**src/rmcs_mon.sv**
```systemverilog
// Constants package and the per-input activity monitor.
// Assumes mon_tick is a one-cycle enable on ref_clk; pins are asynchronous.
package rmcs_pkg;
    localparam logic [7:0] A_CTRL = 8'h00;
    localparam logic [7:0] A_DIV0 = 8'h04;
    localparam logic [7:0] A_DIV1 = 8'h08;
    localparam logic [7:0] A_CHD0 = 8'h0c;
    localparam logic [7:0] A_CHD1 = 8'h10;
    localparam logic [7:0] A_HOLD = 8'h14;
    localparam logic [7:0] A_PRESC = 8'h18;
    localparam logic [7:0] A_STAT = 8'h1c;
    localparam logic [7:0] A_LOSS = 8'h20;
    localparam int CT_BYP = 0;
    localparam int CT_FBR = 1;
    localparam int CT_DBL = 2;
    localparam int CT_SRC = 3;
    localparam int CT_REV = 4;
    localparam int CT_BLK = 5;
    localparam int CT_MPD = 6;
    localparam int CT_MODE = 8;
    localparam int CT_MSEL = 10;
    localparam int CT_CP = 16;
    localparam int DV_HI = 16;
    localparam int DV_MF = 23;
    localparam int HD_REVAL = 8;
    localparam int HD_PRIO = 16;
    localparam int ST_SEL = 4;
    localparam int ST_HOLD = 6;
    localparam int ST_REF = 7;
    localparam int LOSS_REF = 4;
    localparam logic [11:0] RST_PV = 12'h001;
    localparam logic [8:0] RST_MV1 = 9'h00f;
    localparam logic [5:0] RST_PF = 6'h01;
    localparam logic [8:0] RST_MF = 9'h00f;
    localparam logic [7:0] RST_CHD = 8'h01;
    localparam logic [7:0] RST_REVAL = 8'h04;
    localparam logic [23:0] RST_PRESC = 24'h020000;
    localparam logic [1:0] MISS_LIMIT = 2'h3;
    localparam logic [7:0] CH_DIV_MAX = 8'hc8;
    typedef enum logic [1:0] {
        MODE_MANUAL,
        MODE_AUTO,
        MODE_HOLD,
        MODE_AUTO_HOLD
    } rmcs_mode_e;
endpackage

`timescale 1ns/1ps
`default_nettype none
module rmcs_mon (
    input wire logic ref_clk, // System clock
    input wire logic rst, // Async reset, active high
    input wire logic clk_pin, // Raw reference input
    input wire logic diff_zero, // Raw zero-differential detect
    input wire logic mon_tick, // Monitor reference period tick
    input wire logic [7:0] reval_count, // Periods needed to revalidate
    output logic valid, // Input currently valid
    output logic los_event // Pulse when the input is declared lost
);
    import rmcs_pkg::*;

    typedef struct packed {
        logic [1:0] ck_s;
        logic [1:0] dz_s;
        logic ck_l;
        logic seen;
        logic [1:0] miss;
        logic [7:0] good;
        logic valid;
        logic ev;
    } rmcs_mon_s;

    rmcs_mon_s s_q, s_d;
    logic edge_now;
    logic [7:0] need;

    assign edge_now = s_q.ck_s[1] & ~s_q.ck_l;
    assign need = (reval_count == 8'h00) ? 8'h01 : reval_count;

    always_comb begin
        s_d = s_q;
        s_d.ck_s = {s_q.ck_s[0], clk_pin};
        s_d.dz_s = {s_q.dz_s[0], diff_zero};
        s_d.ck_l = s_q.ck_s[1];
        s_d.ev = 1'b0;
        if (edge_now) begin
            s_d.seen = 1'b1;
        end
        // A mismatched monitor rate either delays or falsely raises loss
        if (mon_tick) begin
            s_d.seen = 1'b0;
            if (edge_now || s_q.seen) begin
                s_d.miss = 2'h0;
                if (!s_q.valid) begin
                    if ({1'b0, s_q.good} + 9'h001 >= {1'b0, need}) begin
                        s_d.valid = 1'b1;
                        s_d.good = 8'h00;
                    end else begin
                        s_d.good = s_q.good + 8'h01;
                    end
                end
            end else begin
                s_d.good = 8'h00;
                if (s_q.miss == MISS_LIMIT - 2'h1) begin
                    s_d.valid = 1'b0;
                    s_d.ev = s_q.valid;
                end else begin
                    s_d.miss = s_q.miss + 2'h1;
                end
            end
        end
        if (s_q.dz_s[1]) begin
            s_d.valid = 1'b0;
            s_d.good = 8'h00;
            s_d.ev = s_q.valid;
        end
    end

    always_ff @(posedge ref_clk or posedge rst) begin
        if (rst) begin
            s_q <= '0;
        end else begin
            s_q <= s_d;
        end
    end

    assign valid = s_q.valid;
    assign los_event = s_q.ev;
endmodule
`default_nettype wire

```
**src/rmcs_top.sv**
```systemverilog
// Reference monitor, input selection and PLL routing settings, APB slave.
// Assumes vco_tick and vcxo_tick are one-cycle enables on ref_clk that stand
// for VCO and first-loop output edges; clk_in and diff_zero are async pins.
//
// The APB interface to the registers and the register offsets were chosen for this implementation.
`timescale 1ns/1ps
`default_nettype none
module rmcs_top (
    input wire logic ref_clk, // 200 MHz clock
    input wire logic rst, // Async reset, active high
    input wire logic psel, // APB select
    input wire logic penable, // APB enable
    input wire logic pwrite, // APB write
    input wire logic [7:0] paddr, // APB byte address
    input wire logic [31:0] pwdata, // APB write data
    output logic [31:0] prdata, // APB read data
    output logic pready, // APB ready
    output logic pslverr, // APB error, unmapped address
    input wire logic [3:0] clk_in, // Reference inputs
    input wire logic [3:0] diff_zero, // Zero differential detect per input
    input wire logic vco_tick, // VCO edge enable
    input wire logic vcxo_tick, // First loop output edge enable
    output logic [3:0] input_valid, // Per-input validity
    output logic [1:0] active_sel, // Selected reference
    output logic holdover, // Holdover active
    output logic ref_valid, // Selected reference good
    output logic first_loop_bypass, // First loop disabled
    output logic pll2_ref_from_input, // Second loop fed by pre-divided input
    output logic feedback_route_select, // Feedback through monitor divider too
    output logic doubler_enable, // Second loop input doubled
    output logic second_prediv_used, // Second pre-divider in path
    output logic divider_source_select, // Output dividers from first loop
    output logic [11:0] input_prediv, // Input pre-divider value
    output logic [11:0] first_feedback_div, // First feedback divider value
    output logic [8:0] monitor_divider, // Monitor divider value
    output logic [5:0] second_prediv, // Second pre-divider value
    output logic [8:0] second_feedback_div, // Second feedback divider value
    output logic [4:0] cp_code, // Charge pump code, 50 uA per step above 50 uA
    output logic [4:0] ch_tick // Channel divider output pulses
);
    import rmcs_pkg::*;

    typedef struct packed {
        logic byp, fbr, dbl, src, rev, blk, mpd;
        rmcs_mode_e mode;
        logic [1:0] msel;
        logic [4:0] cp;
        logic [11:0] pv, mv0;
        logic [8:0] mv1, mf;
        logic [5:0] pf;
        logic [4:0][7:0] chd;
        logic [4:0][7:0] ccnt;
        logic [4:0] ctick;
        logic [7:0] hstart, reval, prio;
        logic [23:0] presc, pcnt;
        logic [7:0] hcnt;
        logic [8:0] mcnt;
        logic mtick;
        logic [1:0] sel;
        logic hold, expired, ref_ok, rloss;
        logic [3:0] iloss;
        logic [31:0] rdata;
    } rmcs_top_s;

    rmcs_top_s s_q, s_d;
    logic [3:0] valid, los_ev;
    logic [2:0] pick;
    logic [7:0] hit;
    logic wr, setup, htick, higher;

    function automatic logic [2:0] best_pick(input logic [3:0] v, input logic [7:0] pr);
        logic [2:0] r;
        logic [1:0] bp;
        r = 3'h0;
        bp = 2'h0;
        for (int i = 0; i < 4; i++) begin
            if (v[i] && (!r[2] || pr[2*i+:2] > bp)) begin
                r = {1'b1, 2'(i)};
                bp = pr[2*i+:2];
            end
        end
        return r;
    endfunction

    function automatic logic [7:0] ch_lim(input logic [7:0] v);
        if (v == 8'h00) begin
            return 8'h01;
        end
        return (v > CH_DIV_MAX) ? CH_DIV_MAX : v;
    endfunction

    ////////////////////////////////////////////////////////////////////////
    // One monitor per input, all sharing the monitor reference tick

    for (genvar g = 0; g < 4; g++) begin : g_mon
        rmcs_mon u_mon (
            .ref_clk(ref_clk),
            .rst(rst),
            .clk_pin(clk_in[g]),
            .diff_zero(diff_zero[g]),
            .mon_tick(s_q.mtick),
            .reval_count(s_q.reval),
            .valid(valid[g]),
            .los_event(los_ev[g])
        );
    end

    ////////////////////////////////////////////////////////////////////////
    // Decode

    assign setup = psel & ~penable;
    assign wr = psel & penable & pwrite;
    assign pick = best_pick(valid, s_q.prio);
    assign higher = pick[2] && (s_q.prio[2*pick[1:0]+:2] > s_q.prio[2*s_q.sel+:2]);
    always_comb begin
        hit = 8'h00;
        unique case (paddr)
            A_CTRL: hit = 8'h01;
            A_DIV0: hit = 8'h02;
            A_DIV1: hit = 8'h04;
            A_CHD0: hit = 8'h08;
            A_CHD1: hit = 8'h10;
            A_HOLD: hit = 8'h20;
            A_PRESC: hit = 8'h40;
            A_STAT: hit = 8'h80;
            A_LOSS: hit = 8'h80;
            default: hit = 8'h00;
        endcase
    end
    // Hold-off prescaler wraps only while waiting out a loss in mode 11
    assign htick = vcxo_tick && (s_q.pcnt + 24'h000001 >= s_q.presc);

    ////////////////////////////////////////////////////////////////////////
    // Next state

    always_comb begin
        s_d = s_q;
        s_d.mtick = 1'b0;
        // Monitor divider stops when powered down, so only zero differential can flag a loss
        if (vco_tick && !s_q.mpd) begin
            if (s_q.mcnt + 9'h001 >= s_q.mv1) begin
                s_d.mcnt = 9'h000;
                s_d.mtick = 1'b1;
            end else begin
                s_d.mcnt = s_q.mcnt + 9'h001;
            end
        end
        // Channel dividers run from the chosen source clock
        for (int i = 0; i < 5; i++) begin
            s_d.ctick[i] = 1'b0;
            if (s_q.src ? vcxo_tick : vco_tick) begin
                if (s_q.ccnt[i] + 8'h01 >= ch_lim(s_q.chd[i])) begin
                    s_d.ccnt[i] = 8'h00;
                    s_d.ctick[i] = 1'b1;
                end else begin
                    s_d.ccnt[i] = s_q.ccnt[i] + 8'h01;
                end
            end
        end

        // Input selection
        unique case (s_q.mode)
            MODE_MANUAL: begin
                s_d.sel = s_q.msel;
                s_d.hold = 1'b0;
            end
            MODE_AUTO: begin
                s_d.hold = 1'b0;
                if (!valid[s_q.sel]) begin
                    if (pick[2]) begin
                        s_d.sel = pick[1:0];
                    end
                end else if (s_q.rev && higher) begin
                    s_d.sel = pick[1:0];
                end
            end
            MODE_HOLD: begin
                s_d.sel = s_q.msel;
                s_d.hold = !valid[s_q.msel];
            end
            MODE_AUTO_HOLD: begin
                if (!s_q.hold) begin
                    if (!valid[s_q.sel]) begin
                        s_d.hold = 1'b1;
                        s_d.hcnt = s_q.hstart;
                        s_d.expired = 1'b0;
                    end else if (s_q.rev && higher) begin
                        s_d.sel = pick[1:0];
                    end
                end else if (s_q.expired) begin
                    if (pick[2]) begin
                        s_d.sel = pick[1:0];
                        s_d.hold = 1'b0;
                    end
                end else if (htick) begin
                    if (s_q.hcnt == 8'h00) begin
                        s_d.hcnt = s_q.hstart;
                        if (valid[s_q.sel]) begin
                            s_d.hold = 1'b0;
                        end else if (pick[2]) begin
                            s_d.sel = pick[1:0];
                            s_d.hold = 1'b0;
                        end else begin
                            s_d.expired = 1'b1;
                        end
                    end else begin
                        s_d.hcnt = s_q.hcnt - 8'h01;
                    end
                end
            end
        endcase
        if (s_q.mode == MODE_AUTO_HOLD && s_q.hold && !s_q.expired) begin
            if (vcxo_tick) begin
                s_d.pcnt = htick ? 24'h000000 : s_q.pcnt + 24'h000001;
            end
        end else begin
            s_d.pcnt = 24'h000000;
        end
        s_d.ref_ok = valid[s_d.sel] && !s_d.hold;

        // Register writes; clears come first so a same-cycle set wins
        if (wr && hit[0]) begin
            s_d.byp = pwdata[CT_BYP];
            s_d.fbr = pwdata[CT_FBR];
            s_d.dbl = pwdata[CT_DBL];
            s_d.src = pwdata[CT_SRC];
            s_d.rev = pwdata[CT_REV];
            s_d.blk = pwdata[CT_BLK];
            s_d.mpd = pwdata[CT_MPD];
            s_d.mode = rmcs_mode_e'(pwdata[CT_MODE+:2]);
            s_d.msel = pwdata[CT_MSEL+:2];
            s_d.cp = pwdata[CT_CP+:5];
        end
        if (wr && hit[1]) begin
            s_d.pv = pwdata[11:0];
            s_d.mv0 = pwdata[DV_HI+:12];
        end
        if (wr && hit[2]) begin
            s_d.mv1 = pwdata[8:0];
            s_d.pf = pwdata[DV_HI+:6];
            s_d.mf = pwdata[DV_MF+:9];
        end
        if (wr && hit[3]) begin
            s_d.chd[3:0] = pwdata;
        end
        if (wr && hit[4]) begin
            s_d.chd[4] = pwdata[7:0];
        end
        if (wr && hit[5]) begin
            s_d.hstart = pwdata[7:0];
            s_d.reval = pwdata[HD_REVAL+:8];
            s_d.prio = pwdata[HD_PRIO+:8];
        end
        if (wr && hit[6]) begin
            s_d.presc = pwdata[23:0];
        end
        if (wr && paddr == A_LOSS) begin
            s_d.iloss = s_q.iloss & ~(pwdata[3:0] & valid);
            if (pwdata[LOSS_REF] && s_q.ref_ok) begin
                s_d.rloss = 1'b0;
            end
        end
        s_d.iloss = s_d.iloss | (los_ev & {4{!s_q.blk}});
        if (s_q.ref_ok && !s_d.ref_ok) begin
            s_d.rloss = 1'b1;
        end

        // Read data is captured in the setup phase
        if (setup) begin
            unique case (paddr)
                A_CTRL: s_d.rdata = {11'h000, s_q.cp, 4'h0, s_q.msel, s_q.mode, 1'b0,
                                     s_q.mpd, s_q.blk, s_q.rev, s_q.src, s_q.dbl,
                                     s_q.fbr, s_q.byp};
                A_DIV0: s_d.rdata = {4'h0, s_q.mv0, 4'h0, s_q.pv};
                A_DIV1: s_d.rdata = {s_q.mf, 1'b0, s_q.pf, 7'h00, s_q.mv1};
                A_CHD0: s_d.rdata = s_q.chd[3:0];
                A_CHD1: s_d.rdata = {24'h000000, s_q.chd[4]};
                A_HOLD: s_d.rdata = {8'h00, s_q.prio, s_q.reval, s_q.hstart};
                A_PRESC: s_d.rdata = {8'h00, s_q.presc};
                A_STAT: s_d.rdata = {24'h000000, s_q.ref_ok, s_q.hold, s_q.sel, valid};
                A_LOSS: s_d.rdata = {27'h0000000, s_q.rloss, s_q.iloss};
                default: s_d.rdata = 32'h00000000;
            endcase
        end
    end

    always_ff @(posedge ref_clk or posedge rst) begin
        if (rst) begin
            s_q <= '0;
            s_q.pv <= RST_PV;
            s_q.mv0 <= RST_PV;
            s_q.mv1 <= RST_MV1;
            s_q.pf <= RST_PF;
            s_q.mf <= RST_MF;
            s_q.chd <= {5{RST_CHD}};
            s_q.reval <= RST_REVAL;
            s_q.presc <= RST_PRESC;
        end else begin
            s_q <= s_d;
        end
    end

    ////////////////////////////////////////////////////////////////////////
    // Outputs

    assign prdata = s_q.rdata;
    assign pready = 1'b1;
    assign pslverr = psel & penable & (hit == 8'h00);
    assign input_valid = valid;
    assign active_sel = s_q.sel;
    assign holdover = s_q.hold;
    assign ref_valid = s_q.ref_ok;
    assign first_loop_bypass = s_q.byp;
    assign pll2_ref_from_input = s_q.byp;
    assign feedback_route_select = s_q.fbr;
    assign doubler_enable = s_q.dbl;
    assign second_prediv_used = !s_q.dbl;
    assign divider_source_select = s_q.src;
    assign input_prediv = s_q.pv;
    assign first_feedback_div = s_q.mv0;
    assign monitor_divider = s_q.mv1;
    assign second_prediv = s_q.pf;
    assign second_feedback_div = s_q.mf;
    assign cp_code = s_q.cp;
    assign ch_tick = s_q.ctick;
endmodule
`default_nettype wire

```
**config.mk**
```make
export PLATFORM = sky130hd
export DESIGN_NAME = rmcs_top
export DESIGN_NICKNAME = d
export VERILOG_FILES = /design/src/rmcs_mon.sv /design/src/rmcs_top.sv
export SDC_FILE = /design/constraint.sdc
export NUM_CORES = 1
export LEC_CHECK = 0
export BUFFER_PORTS_ARGS = -buffer_cell sky130_fd_sc_hd__buf_2
export CORE_ASPECT_RATIO = 0.9
export CORE_MARGIN = 2
export CORE_UTILIZATION = 55
export DETAILED_ROUTE_END_ITERATION = 16
export PLACE_DENSITY = 0.78
export SETUP_SLACK_MARGIN = 0.4
export SYNTH_ARGS = -nofsm -noshare
export SYNTH_HDL_FRONTEND = slang
export SYNTH_SLANG_ARGS = --single-unit
```
**constraint.sdc**
```tcl
create_clock -name ref_clk -period 14.25 [get_ports ref_clk]
set_clock_uncertainty 0.1 [all_clocks]
set_input_delay 0 -clock ref_clk [delete_from_list [all_inputs] [get_ports ref_clk]]
set_output_delay 0 -clock ref_clk [all_outputs]
set_load 0.01 [all_outputs]
```
==> results.cfg, run 1 <==
[global_routing]
globalRouteTotalUtil = 0.2796
grt_max_degree = 114
grt_pass1_vias = 15640
global_route_wire_length_before_repair_um = 84190
grt_antenna_before_repair = 0
global_route.overflow_total = 0

[clock_tree]
cts_max_path_buffers = 3
cts.hold.buffers_added = 46
clk_pin_slew_worst_paths_ps = 60
cts_buffers = 37
clockRootBuffer = sky130_fd_sc_hd__clkbuf_16
tritoncts_num_sinks = 353
ctsResizeCount = 0
cts_post_setup_buffers_inserted = 0
cts_tree = built
cts-htree-levels = 2
insertion_delay_to_the_later_sink_of_the_worst_skew_pair_ps = 540

[floorplan]
height_of_the_chip_um = 186.2
die_area_sq_um = 38440
floorplan.initialDensity = 0.5596
core_sq_um = 36250
io_pins = 161
num_rows = 66
floorplan.die.width_um = 206.4

[logic_synthesis]
postSynthRegisterBits = 353
synth_xor_xnor_area_share = 0.03620
synth.net_count = 2175
count_of_unique_library_cells_instantiated_by_yosys = 92
synth_warnings = 0
number_of_flops_mapped_to_enable_cells_by_yosys = 0
synth_cells = 1991
synth_seq_area_share = 0.4365
synth-simple-area-share = 0.1283
synth_compound_area_frac = 0.1538
synth_top_family_by_area = compound AO/OA/AOI/OAI gates
synth_top_area_cell = sky130_fd_sc_hd__dfrtp_1
synth-main-ff-cell = sky130_fd_sc_hd__dfrtp_1
netlist_top_cells_area = sky130_fd_sc_hd__dfrtp_1 41%, sky130_fd_sc_hd__mux2_2 8.7%, sky130_fd_sc_hd__ha_1 8.0%
synthMuxAreaShare = 0.09436
synth-adder-area-share = 0.07956
ys_async_sr_fraction = 1.000
synth.top_cell.area_share = 0.4132
syn_avg_cell_area_sq_um = 10.19
synthesis.area_sq_um = 20290

[timing]
timing.slew.headroom = 0.1692
totalNegativeSetupSlack_ps = 0
fin_ws_ps = 7366
rsz0062_at_grt = no
achievable-frequency_ghz = 0.1453
timing_max_transition_violations_final = 0
period_needed_ps = 6884
hold_violations = 0
timing_worst_slew_pin_value_ps = 1243
setup_viol_count_final = 0
fin_crit_sh = 0.4831

[status]
run_status = finished, final reports clean

[final_layout]
final_layout_size_suffix_gt1_frac = 0.2255
synthToLayoutAreaGrowth_pct = 10.68
n_antenna_cell = 0
fill_cells = 2874
final_net_count = 2263
final_design_area_no_fill_sq_um = 22450

[drt]
wl_um = 52570
drc = 0
drt-initial-drc-count = 1483
via_per_inst = 6.084
drt-wirelength-per-cell_um = 20.36
detailedRoute.firstPassIterationCount = 5
routed-via-count = 15710
antenna_left = 0

[placement]
place.gp.congestion = 0.9008
placement.setup.worst_slack_ps = 7386
buffer_ports.inserted = 159
dp_hpwl_um = 37180
placement.cell_area_sq_um = 20790

[pwr]
power_density_nw_per_um2 = 113.7
leakagePower_nw = 10.74
power.total_mw = 2.552
vdd_drop_max_v = 0.0001192

[hold_path]
hold_path.class = input port to flop

[critical_path]
critical_path_class = flop to flop
crit_path_max_fanout = 21
cp_data_required_time_ps = 14570
crit_path_start_kind = flop
critical_path_arrival_ps = 7210
critical_path.endpoint_type = flop

[flow_run]
max_cap_viols = 0
==> path summary, 6_finish.rpt <==
kind,to,depth (start not counted),slack (ps),startpoint
min in group asynchronous,s_q[147],3,30,rst
min,g_mon[0].u_mon.s_d[15],2,20,diff_zero[0]
max,ref_valid,26,7370,g_mon[0].u_mon.valid
max reg2reg,ref_valid,26,7370,g_mon[0].u_mon.valid
max in group asynchronous,s_q[68],4,12420,rst
min reg2reg,g_mon[2].u_mon.s_d[13],0,250,g_mon[2].u_mon.s_d[17]
==> final cells by class <==
type | count | area [sq um] | share of cell area
Sequential cell | 353 | 8856 | 0.3944
Multi-Input combinational cell | 1360 | 10020 | 0.4463
Inverter | 107 | 409.1 | 0.01822
Clock buffer | 56 | 1120 | 0.04987
Timing Repair Buffer | 220 | 1369 | 0.06096
Clock inverter | 10 | 83.83 | 0.003734
Tap cell | 476 | 595.6 | 0.02653
==> metrics by stage <==
stage,hold slack (ps),cells,util
6_report,19.50,2582,0.6193
3_3_place_gp,8.486,2470,0.5734
2_1_floorplan,-68.57,1991,-
5_1_grt,13.25,2582,0.6193
4_1_cts,3.049,2582,0.6193
3_5_place_dp,9.322,2470,0.5734
==> metal layers <==
layer	part of all wire	track usage	vias to the layer above
met3	0.076	0.05575	134
li1	-	-	7222
met4	0.042	0.1206	0
met2	0.46	0.4543	654
met5	0	0	-
met1	0.42	0.3660	7699
==> synthesized netlist by cell type (19+ instances only) <==
cell type	count
sky130_fd_sc_hd__dfrtp_1	335
sky130_fd_sc_hd__nand2_1	198
sky130_fd_sc_hd__mux2_2	157
sky130_fd_sc_hd__ha_1	129
sky130_fd_sc_hd__o21ai_0	124
sky130_fd_sc_hd__inv_1	104
sky130_fd_sc_hd__nor2_1	104
sky130_fd_sc_hd__buf_4	100
sky130_fd_sc_hd__nand3_1	61
sky130_fd_sc_hd__clkbuf_1	60
sky130_fd_sc_hd__a21oi_1	56
sky130_fd_sc_hd__xnor2_1	45
sky130_fd_sc_hd__a21o_1	38
sky130_fd_sc_hd__a22oi_1	37
sky130_fd_sc_hd__xor2_1	37
sky130_fd_sc_hd__nor2b_1	28
sky130_fd_sc_hd__a31oi_1	27
sky130_fd_sc_hd__and3_1	26
sky130_fd_sc_hd__nor3_1	24
sky130_fd_sc_hd__o21ai_1	23
sky130_fd_sc_hd__a222oi_1	19
==> power breakdown <==
group	internal, mW	switching (mW)
Sequential	1.06	0.0691
Clock	0.561	0.397
Combinational	0.184	0.281
Total	1.80	0.748
==> layout by cell type (no fill, tap or decap), types with 38 or more instances in the layout <==
cell type,count
sky130_fd_sc_hd__dlygate4sd3_1,46
sky130_fd_sc_hd__a21oi_1,56
sky130_fd_sc_hd__nand2_1,198
sky130_fd_sc_hd__mux2_2,157
sky130_fd_sc_hd__buf_2,159
sky130_fd_sc_hd__clkbuf_16,39
sky130_fd_sc_hd__dfrtp_1,335
sky130_fd_sc_hd__o21ai_0,124
sky130_fd_sc_hd__ha_1,129
sky130_fd_sc_hd__nand3_1,61
sky130_fd_sc_hd__a21o_1,38
sky130_fd_sc_hd__inv_1,103
sky130_fd_sc_hd__nor2_1,99
sky130_fd_sc_hd__xnor2_1,45
==> worst max-delay path: stages (launching register included) <==
cell                        delay [ps]
sky130_fd_sc_hd__dfrtp_1           840
sky130_fd_sc_hd__nand2_1           140
sky130_fd_sc_hd__ha_1              320
sky130_fd_sc_hd__nor2b_1           150
sky130_fd_sc_hd__o311ai_2          470
sky130_fd_sc_hd__nor2_1            130
sky130_fd_sc_hd__a31oi_1           250
sky130_fd_sc_hd__ha_1              280
sky130_fd_sc_hd__nor2b_1           160
sky130_fd_sc_hd__o311ai_4          390
sky130_fd_sc_hd__nor2_1            100
sky130_fd_sc_hd__a21o_1            170
sky130_fd_sc_hd__ha_1              280
sky130_fd_sc_hd__nor2b_1           130
sky130_fd_sc_hd__a2bb2oi_1         120
sky130_fd_sc_hd__o21ai_1           430
sky130_fd_sc_hd__mux2_2            400
sky130_fd_sc_hd__ha_1              300
sky130_fd_sc_hd__nor2b_1           130
sky130_fd_sc_hd__o211ai_1          360
sky130_fd_sc_hd__a21oi_4           110
sky130_fd_sc_hd__o21a_1            220
sky130_fd_sc_hd__a21oi_4           200
sky130_fd_sc_hd__inv_2              90
sky130_fd_sc_hd__o31ai_4           200
sky130_fd_sc_hd__nand3_1           110
sky130_fd_sc_hd__and3b_1           200
==> logic make-up after synthesis <==
logic type / count (synthesis)
flip-flops: 353
XOR/XNOR: 83
multiplexers: 166
AO/OA/AOI/OAI: 447
AND/OR/NAND/NOR: 534
adder cells (fa/ha/maj): 129
other: 1
buffers and inverters: 278
==> sequential cells by signal, indices dropped and copies added (netlist names) <==
name / cells
input_prediv: 12
second_feedback_div: 9
first_feedback_div: 12
active_sel: 2
first_loop_bypass: 1
doubler_enable: 1
s_q: 183
g_mon.u_mon.s_q: 52
g_mon.u_mon.s_d: 12
g_mon.u_mon.los_event: 4
holdover: 1
second_prediv: 6
prdata: 32
feedback_route_select: 1
divider_source_select: 1
ref_valid: 1
ch_tick: 5
g_mon.u_mon.valid: 4
cp_code: 5
monitor_divider: 9
Power figures use the tool's default switching activity.
==> run 2: changes to the inputs <==
==> constraint.sdc (replaced) <==
create_clock -name ref_clk -period 6.7 [get_ports ref_clk]
set_clock_uncertainty 0.1 [all_clocks]
set_input_delay 0 -clock ref_clk [delete_from_list [all_inputs] [get_ports ref_clk]]
set_output_delay 0 -clock ref_clk [all_outputs]
set_load 0.01 [all_outputs]
==> run 2 against run 1 <==
Net effect:
- worst setup slack worse by 6700 ps
- sequential power up 110%
- non-clock buffer count up 14
- critical endpoint unchanged
- largest cell class unchanged
- critical path depth up 1
- hold slack better by 23 ps
- sequential share of layout area down 0.59 points
==> results.cfg, run 2 (synthesized netlist as in run 1, its figures left out) <==
[timing]
period_needed_ps = 6017
totalNegativeSetupSlack_ps = 0
rsz0062_at_grt = no
setup_viol_count_final = 0
timing_max_transition_violations_final = 0
timing_worst_slew_pin_value_ps = 1324
timing.slew.headroom = 0.1152
achievable-frequency_ghz = 0.1662
fin_crit_sh = 0.8981
hold_violations = 0

[global_routing]
global_route.overflow_total = 0
globalRouteTotalUtil = 0.2801
grt_pass1_vias = 15570
grt_max_degree = 190
grt_antenna_before_repair = 1
global_route_wire_length_before_repair_um = 84470

[placement]
dp_hpwl_um = 37170
place.gp.congestion = 0.9230
buffer_ports.inserted = 159

[drt]
wl_met1_um = 22390
route.met2.wl_um = 25140
highest-signal-layer = met4
drt-wirelength-per-cell_um = 20.59
drc = 0
drt-initial-drc-count = 1659
detailedRoute.firstPassIterationCount = 8
route.met3.wl_um = 4188
antenna_left = 0
routed-via-count = 15850
via_per_inst = 6.100
wl_um = 53500

[critical_path]
crit_path_max_fanout = 6
critical_path.endpoint_type = flop
rr_startpoint = s_q[109]
cp_top_family = compound AO/OA/AOI/OAI gates
bufs_and_invs_on_worst_path = 3
critical_path.max_stage_delay_ps = 400
reg2reg_depth = 27
r2r_end = ref_valid
max_stage_delay_cell_worst_path = sky130_fd_sc_hd__dfrtp_2
critical_path_class = flop to flop
crit_path_start_kind = flop
cp_data_required_time_ps = 7030
critPathMostFrequentCell = sky130_fd_sc_hd__ha_1
crit_cells = 27
critical_path_arrival_ps = 6340
setup.reg_to_reg.worst_slack_ps = 680

[hold_path]
hold_path.class = input port to flop
hold_start = paddr[5]
holdPathEnd = s_q[34]
worst_hold_path.num_cells = 6

[clock_tree]
clk_pin_slew_worst_paths_ps = 60
tritoncts_num_sinks = 353
cts_buffers = 38
cts-htree-levels = 2
clockRootBuffer = sky130_fd_sc_hd__clkbuf_16
cts_tree = built
insertion_delay_to_the_later_sink_of_the_worst_skew_pair_ps = 550
cts_max_path_buffers = 3

[floorplan]
floorplan.die.width_um = 206.4
io_pins = 161
die_area_sq_um = 38440
height_of_the_chip_um = 186.2
num_rows = 66
floorplan.initialDensity = 0.5596
core_sq_um = 36250

[final_layout]
n_antenna_cell = 0
final_net_count = 2278
final_cell_mix = 334 x sky130_fd_sc_hd__dfrtp_1, 198 x sky130_fd_sc_hd__nand2_1, 159 x sky130_fd_sc_hd__buf_2
final_layout_size_suffix_gt1_frac = 0.2317
largest_register_ff_count = 183
mostFrequentLayoutCell = sky130_fd_sc_hd__dfrtp_1
registers.top_by_ff_count = s_q
synthToLayoutAreaGrowth_pct = 12.37

[pwr]
power.total_mw = 5.735
leakagePower_nw = 10.88
power_density_nw_per_um2 = 251.6
vdd_drop_max_v = 0.0002090

[status]
run_status = finished, final reports clean

[flow_run]
max_cap_viols = 0
-- run 2: cell type report --
cell class                 instances  area (sq um)
clock buffer                      53          1109
clock inverter                    16         271.5
fill                            2846         13460
inverter                         107         405.4
multi-input combinational       1360         10040
sequential                       353          8857
tap                              476         595.6
timing repair buffer             234          1518
-- run 2: through the flow --
step                worst slack, ps  cell area (sq um)  instances  utilization  hold slack (ps)
floorplan                     528.5              20290       1991            -           -68.57
global placement              489.0              20830       2472       0.5744            8.560
detailed placement            367.7              20830       2472       0.5744            9.321
CTS                           504.5              22730       2593       0.6270            6.970
global route                  382.8              22800       2599       0.6288            98.43
finish                        683.0              22800       2599       0.6288            42.73
-- run 2: worst max-delay path by stage --
stage                            to                 start
after floorplan           ref_valid  g_mon[0].u_mon.valid
final                     ref_valid              s_q[109]
after CTS                 ref_valid              s_q[109]
after global routing      ref_valid              s_q[109]
after global placement    ref_valid              s_q[109]
after detailed placement  ref_valid              s_q[109]
-- run 2: metal layers --
layer | global-route usage | vias to the layer above
met5 | 0 | -
met4 | 0.09714 | 0
met3 | 0.05174 | 110
met2 | 0.4654 | 631
met1 | 0.3696 | 7863
li1 | - | 7249
-- run 2: power breakdown --
| part | switching (mW) | leakage [nW] | internal, mW |
|---|---|---|---|
| combinational | 0.633 | 5.50 | 0.410 |
| sequential | 0.124 | 4.71 | 2.25 |
| clock | 0.884 | 0.673 | 1.43 |
-- run 2: worst reg2reg max path, delay by kind of cell, from the launching register on --
family / cells / cell delay (ps)
AO/OA/AOI/OAI: 12 / 2560
adder cells (fa/ha/maj): 4 / 1140
AND/OR/NAND/NOR: 7 / 790
buffers and inverters: 3 / 560
flip-flops: 1 / 400
multiplexers: 1 / 370
-- run 2: repair_timing --
item	CTS	global route
buffers inserted	0	6
gates cloned	0	0
hold buffers	52	0
resized for setup	1	4
pin swaps	0	7
endpoints found under the setup margin	1	3
hold endpoints to repair	354	0
==> run 3: changes to the inputs <==
==> constraint.sdc (replaced) <==
create_clock -name ref_clk -period 7.4 [get_ports ref_clk]
set_clock_uncertainty 0.1 [all_clocks]
set_input_delay 0 -clock ref_clk [delete_from_list [all_inputs] [get_ports ref_clk]]
set_output_delay 0 -clock ref_clk [all_outputs]
set_load 0.01 [all_outputs]
==> run 3 against run 2 <==
Net effect:
- non-clock buffer count did not move
- sequential power fell by 9.2%
- register-to-register slack better by 180 ps
- critical endpoint is now s_q[36]
==> results.cfg, run 3 (synthesized netlist as in run 1, its figures left out) <==
[placement]
placement.cell_area_sq_um = 20830
placement.setup.worst_slack_ps = 829.0
buffer_ports.inserted = 159
dp_hpwl_um = 37760
place.gp.congestion = 0.9364

[drt]
drc = 0
drt-wirelength-per-cell_um = 20.79
via_per_inst = 6.122
antenna_left = 0
detailedRoute.firstPassIterationCount = 5
drt-initial-drc-count = 1439
wl_um = 54040
routed-via-count = 15920

[clock_tree]
cts_max_path_buffers = 3
cts_buffers = 38
tritoncts_num_sinks = 353
cts_tree = built
insertion_delay_to_the_later_sink_of_the_worst_skew_pair_ps = 550
clockRootBuffer = sky130_fd_sc_hd__clkbuf_16
cts-htree-levels = 2
clk_pin_slew_worst_paths_ps = 60
cts_post_setup_buffers_inserted = 0

[timing]
timing_max_transition_violations_final = 0
timing_worst_slew_pin_value_ps = 1327
rsz0062_at_grt = no
fin_crit_sh = 0.8834
timing.slew.headroom = 0.1071
fin_ws_ps = 862.8
totalNegativeSetupSlack_ps = 0
setup_viol_count_final = 0
achievable-frequency_ghz = 0.1530
hold_violations = 0
period_needed_ps = 6537

[final_layout]
final_cell_mix = 335 x sky130_fd_sc_hd__dfrtp_1, 198 x sky130_fd_sc_hd__nand2_1, 159 x sky130_fd_sc_hd__buf_2
fill_cells = 2818
multi_input_gate_area_in_the_final_layout_sq_um = 10020
final_layout_size_suffix_gt1_frac = 0.2261
final_design_area_no_fill_sq_um = 22660
mostFrequentLayoutCell = sky130_fd_sc_hd__dfrtp_1
registers.top_by_ff_count = s_q
synthToLayoutAreaGrowth_pct = 11.68
seq_area_sq_um = 8856
final_net_count = 2278
largest_register_ff_count = 183

[pwr]
internal-power_mw = 3.515
pwr-share-comb = 0.184
clock_power_share = 0.383
sequentialPowerShare = 0.432
switchingPower_mw = 1.484
vdd_drop_max_v = 0.0001883
leakagePower_nw = 10.83
p_sw_frac = 0.2969
power_density_nw_per_um2 = 220.7

[global_routing]
grt_pass1_vias = 15630
global_route.overflow_total = 0
global_route_wire_length_before_repair_um = 85020
grt_max_degree = 144
globalRouteTotalUtil = 0.2829
grt_antenna_before_repair = 0

[hold_path]
hold_path.class = input port to asynchronous set/reset pin

[status]
run_status = finished, final reports clean

[critical_path]
cp_data_required_time_ps = 7720
cp_top_family = compound AO/OA/AOI/OAI gates
max_stage_delay_cell_worst_path = sky130_fd_sc_hd__o311ai_2
crit_path_max_fanout = 21
critical_path.endpoint_type = flop
crit_cells = 27
critical_path_class = flop to flop
critical_path.max_stage_delay_ps = 500
reg2reg_depth = 27
setup.reg_to_reg.worst_slack_ps = 860
bufs_and_invs_on_worst_path = 2
crit_path_start_kind = flop
critical_path_arrival_ps = 6850

[floorplan]
die_area_sq_um = 38440
floorplan.initialDensity = 0.5596
floorplan.die.width_um = 206.4
height_of_the_chip_um = 186.2
core_sq_um = 36250
num_rows = 66
io_pins = 161

[flow_run]
max_cap_viols = 0
-- run 3: cell count changes in the layout (fill, tap and decap cells not counted), sizes merged --
cell,previous run,this run
buf,182,177
bufinv,7,2
clkbuf,53,58
clkinv,5,6
clkinvlp,3,2
diode,0,1
dlygate4sd3,52,57
-- run 3: final timing paths --
path,start,end
worst min-delay path,rst,s_q[149]
worst max-delay path,g_mon[0].u_mon.valid,s_q[36]
min in group ref_clk,pwdata[29],s_q[206]
worst max register to register,g_mon[0].u_mon.valid,s_q[36]
max in group asynchronous,rst,s_q[61]
worst min register to register,g_mon[3].u_mon.s_d[17],g_mon[3].u_mon.s_d[13]
-- run 3: timing repair --
item	CTS	global route
setup endpoints to repair	0	2
endpoints found under the hold margin	234	0
gates resized for setup	0	1
hold buffers	57	0
-- run 3: layout make-up --
type | count | area share
clock buffers | 58 | 0.04926
multi-input cells | 1360 | 0.4424
repair buffers | 234 | 0.06738
well taps | 476 | 0.02629
clock inverters | 11 | 0.005744
diodes | 1 | 0.0001105
inverters | 107 | 0.01789
flip-flops and latches | 353 | 0.3909
-- run 3: metal layers --
metal  track usage  share of wire
met5             0              0
met1        0.3704           0.41
met2        0.4634           0.47
met4        0.1163          0.042
met3       0.05453          0.080
-- run 3: tightest hold or removal path, stage by stage --
cell,delay (ps)
sky130_fd_sc_hd__dlygate4sd3_1,530
sky130_fd_sc_hd__buf_2,130
sky130_fd_sc_hd__clkinvlp_4,590
-- run 3: power by group through the flow --
stage	Combinational [mW]	Sequential (mW)	Clock (mW)
3_3_place_gp	0.853	2.18	0
2_1_floorplan	0.706	2.14	0
3_5_place_dp	0.884	2.19	0
4_1_cts	0.914	2.16	1.94
6_report	0.921	2.16	1.92
5_1_grt	1.03	2.17	2.02
-- run 3: per-stage QoR --
stage	total power [mW]	util	cells	hold slack (ps)
floorplan	2.847	-	1991	-68.57
finish	4.999	0.6249	2600	93.08
global placement	3.037	0.5747	2473	7.290
CTS	5.011	0.6248	2599	96.71
global route	5.226	0.6249	2599	161.5
detailed placement	3.076	0.5747	2473	9.327
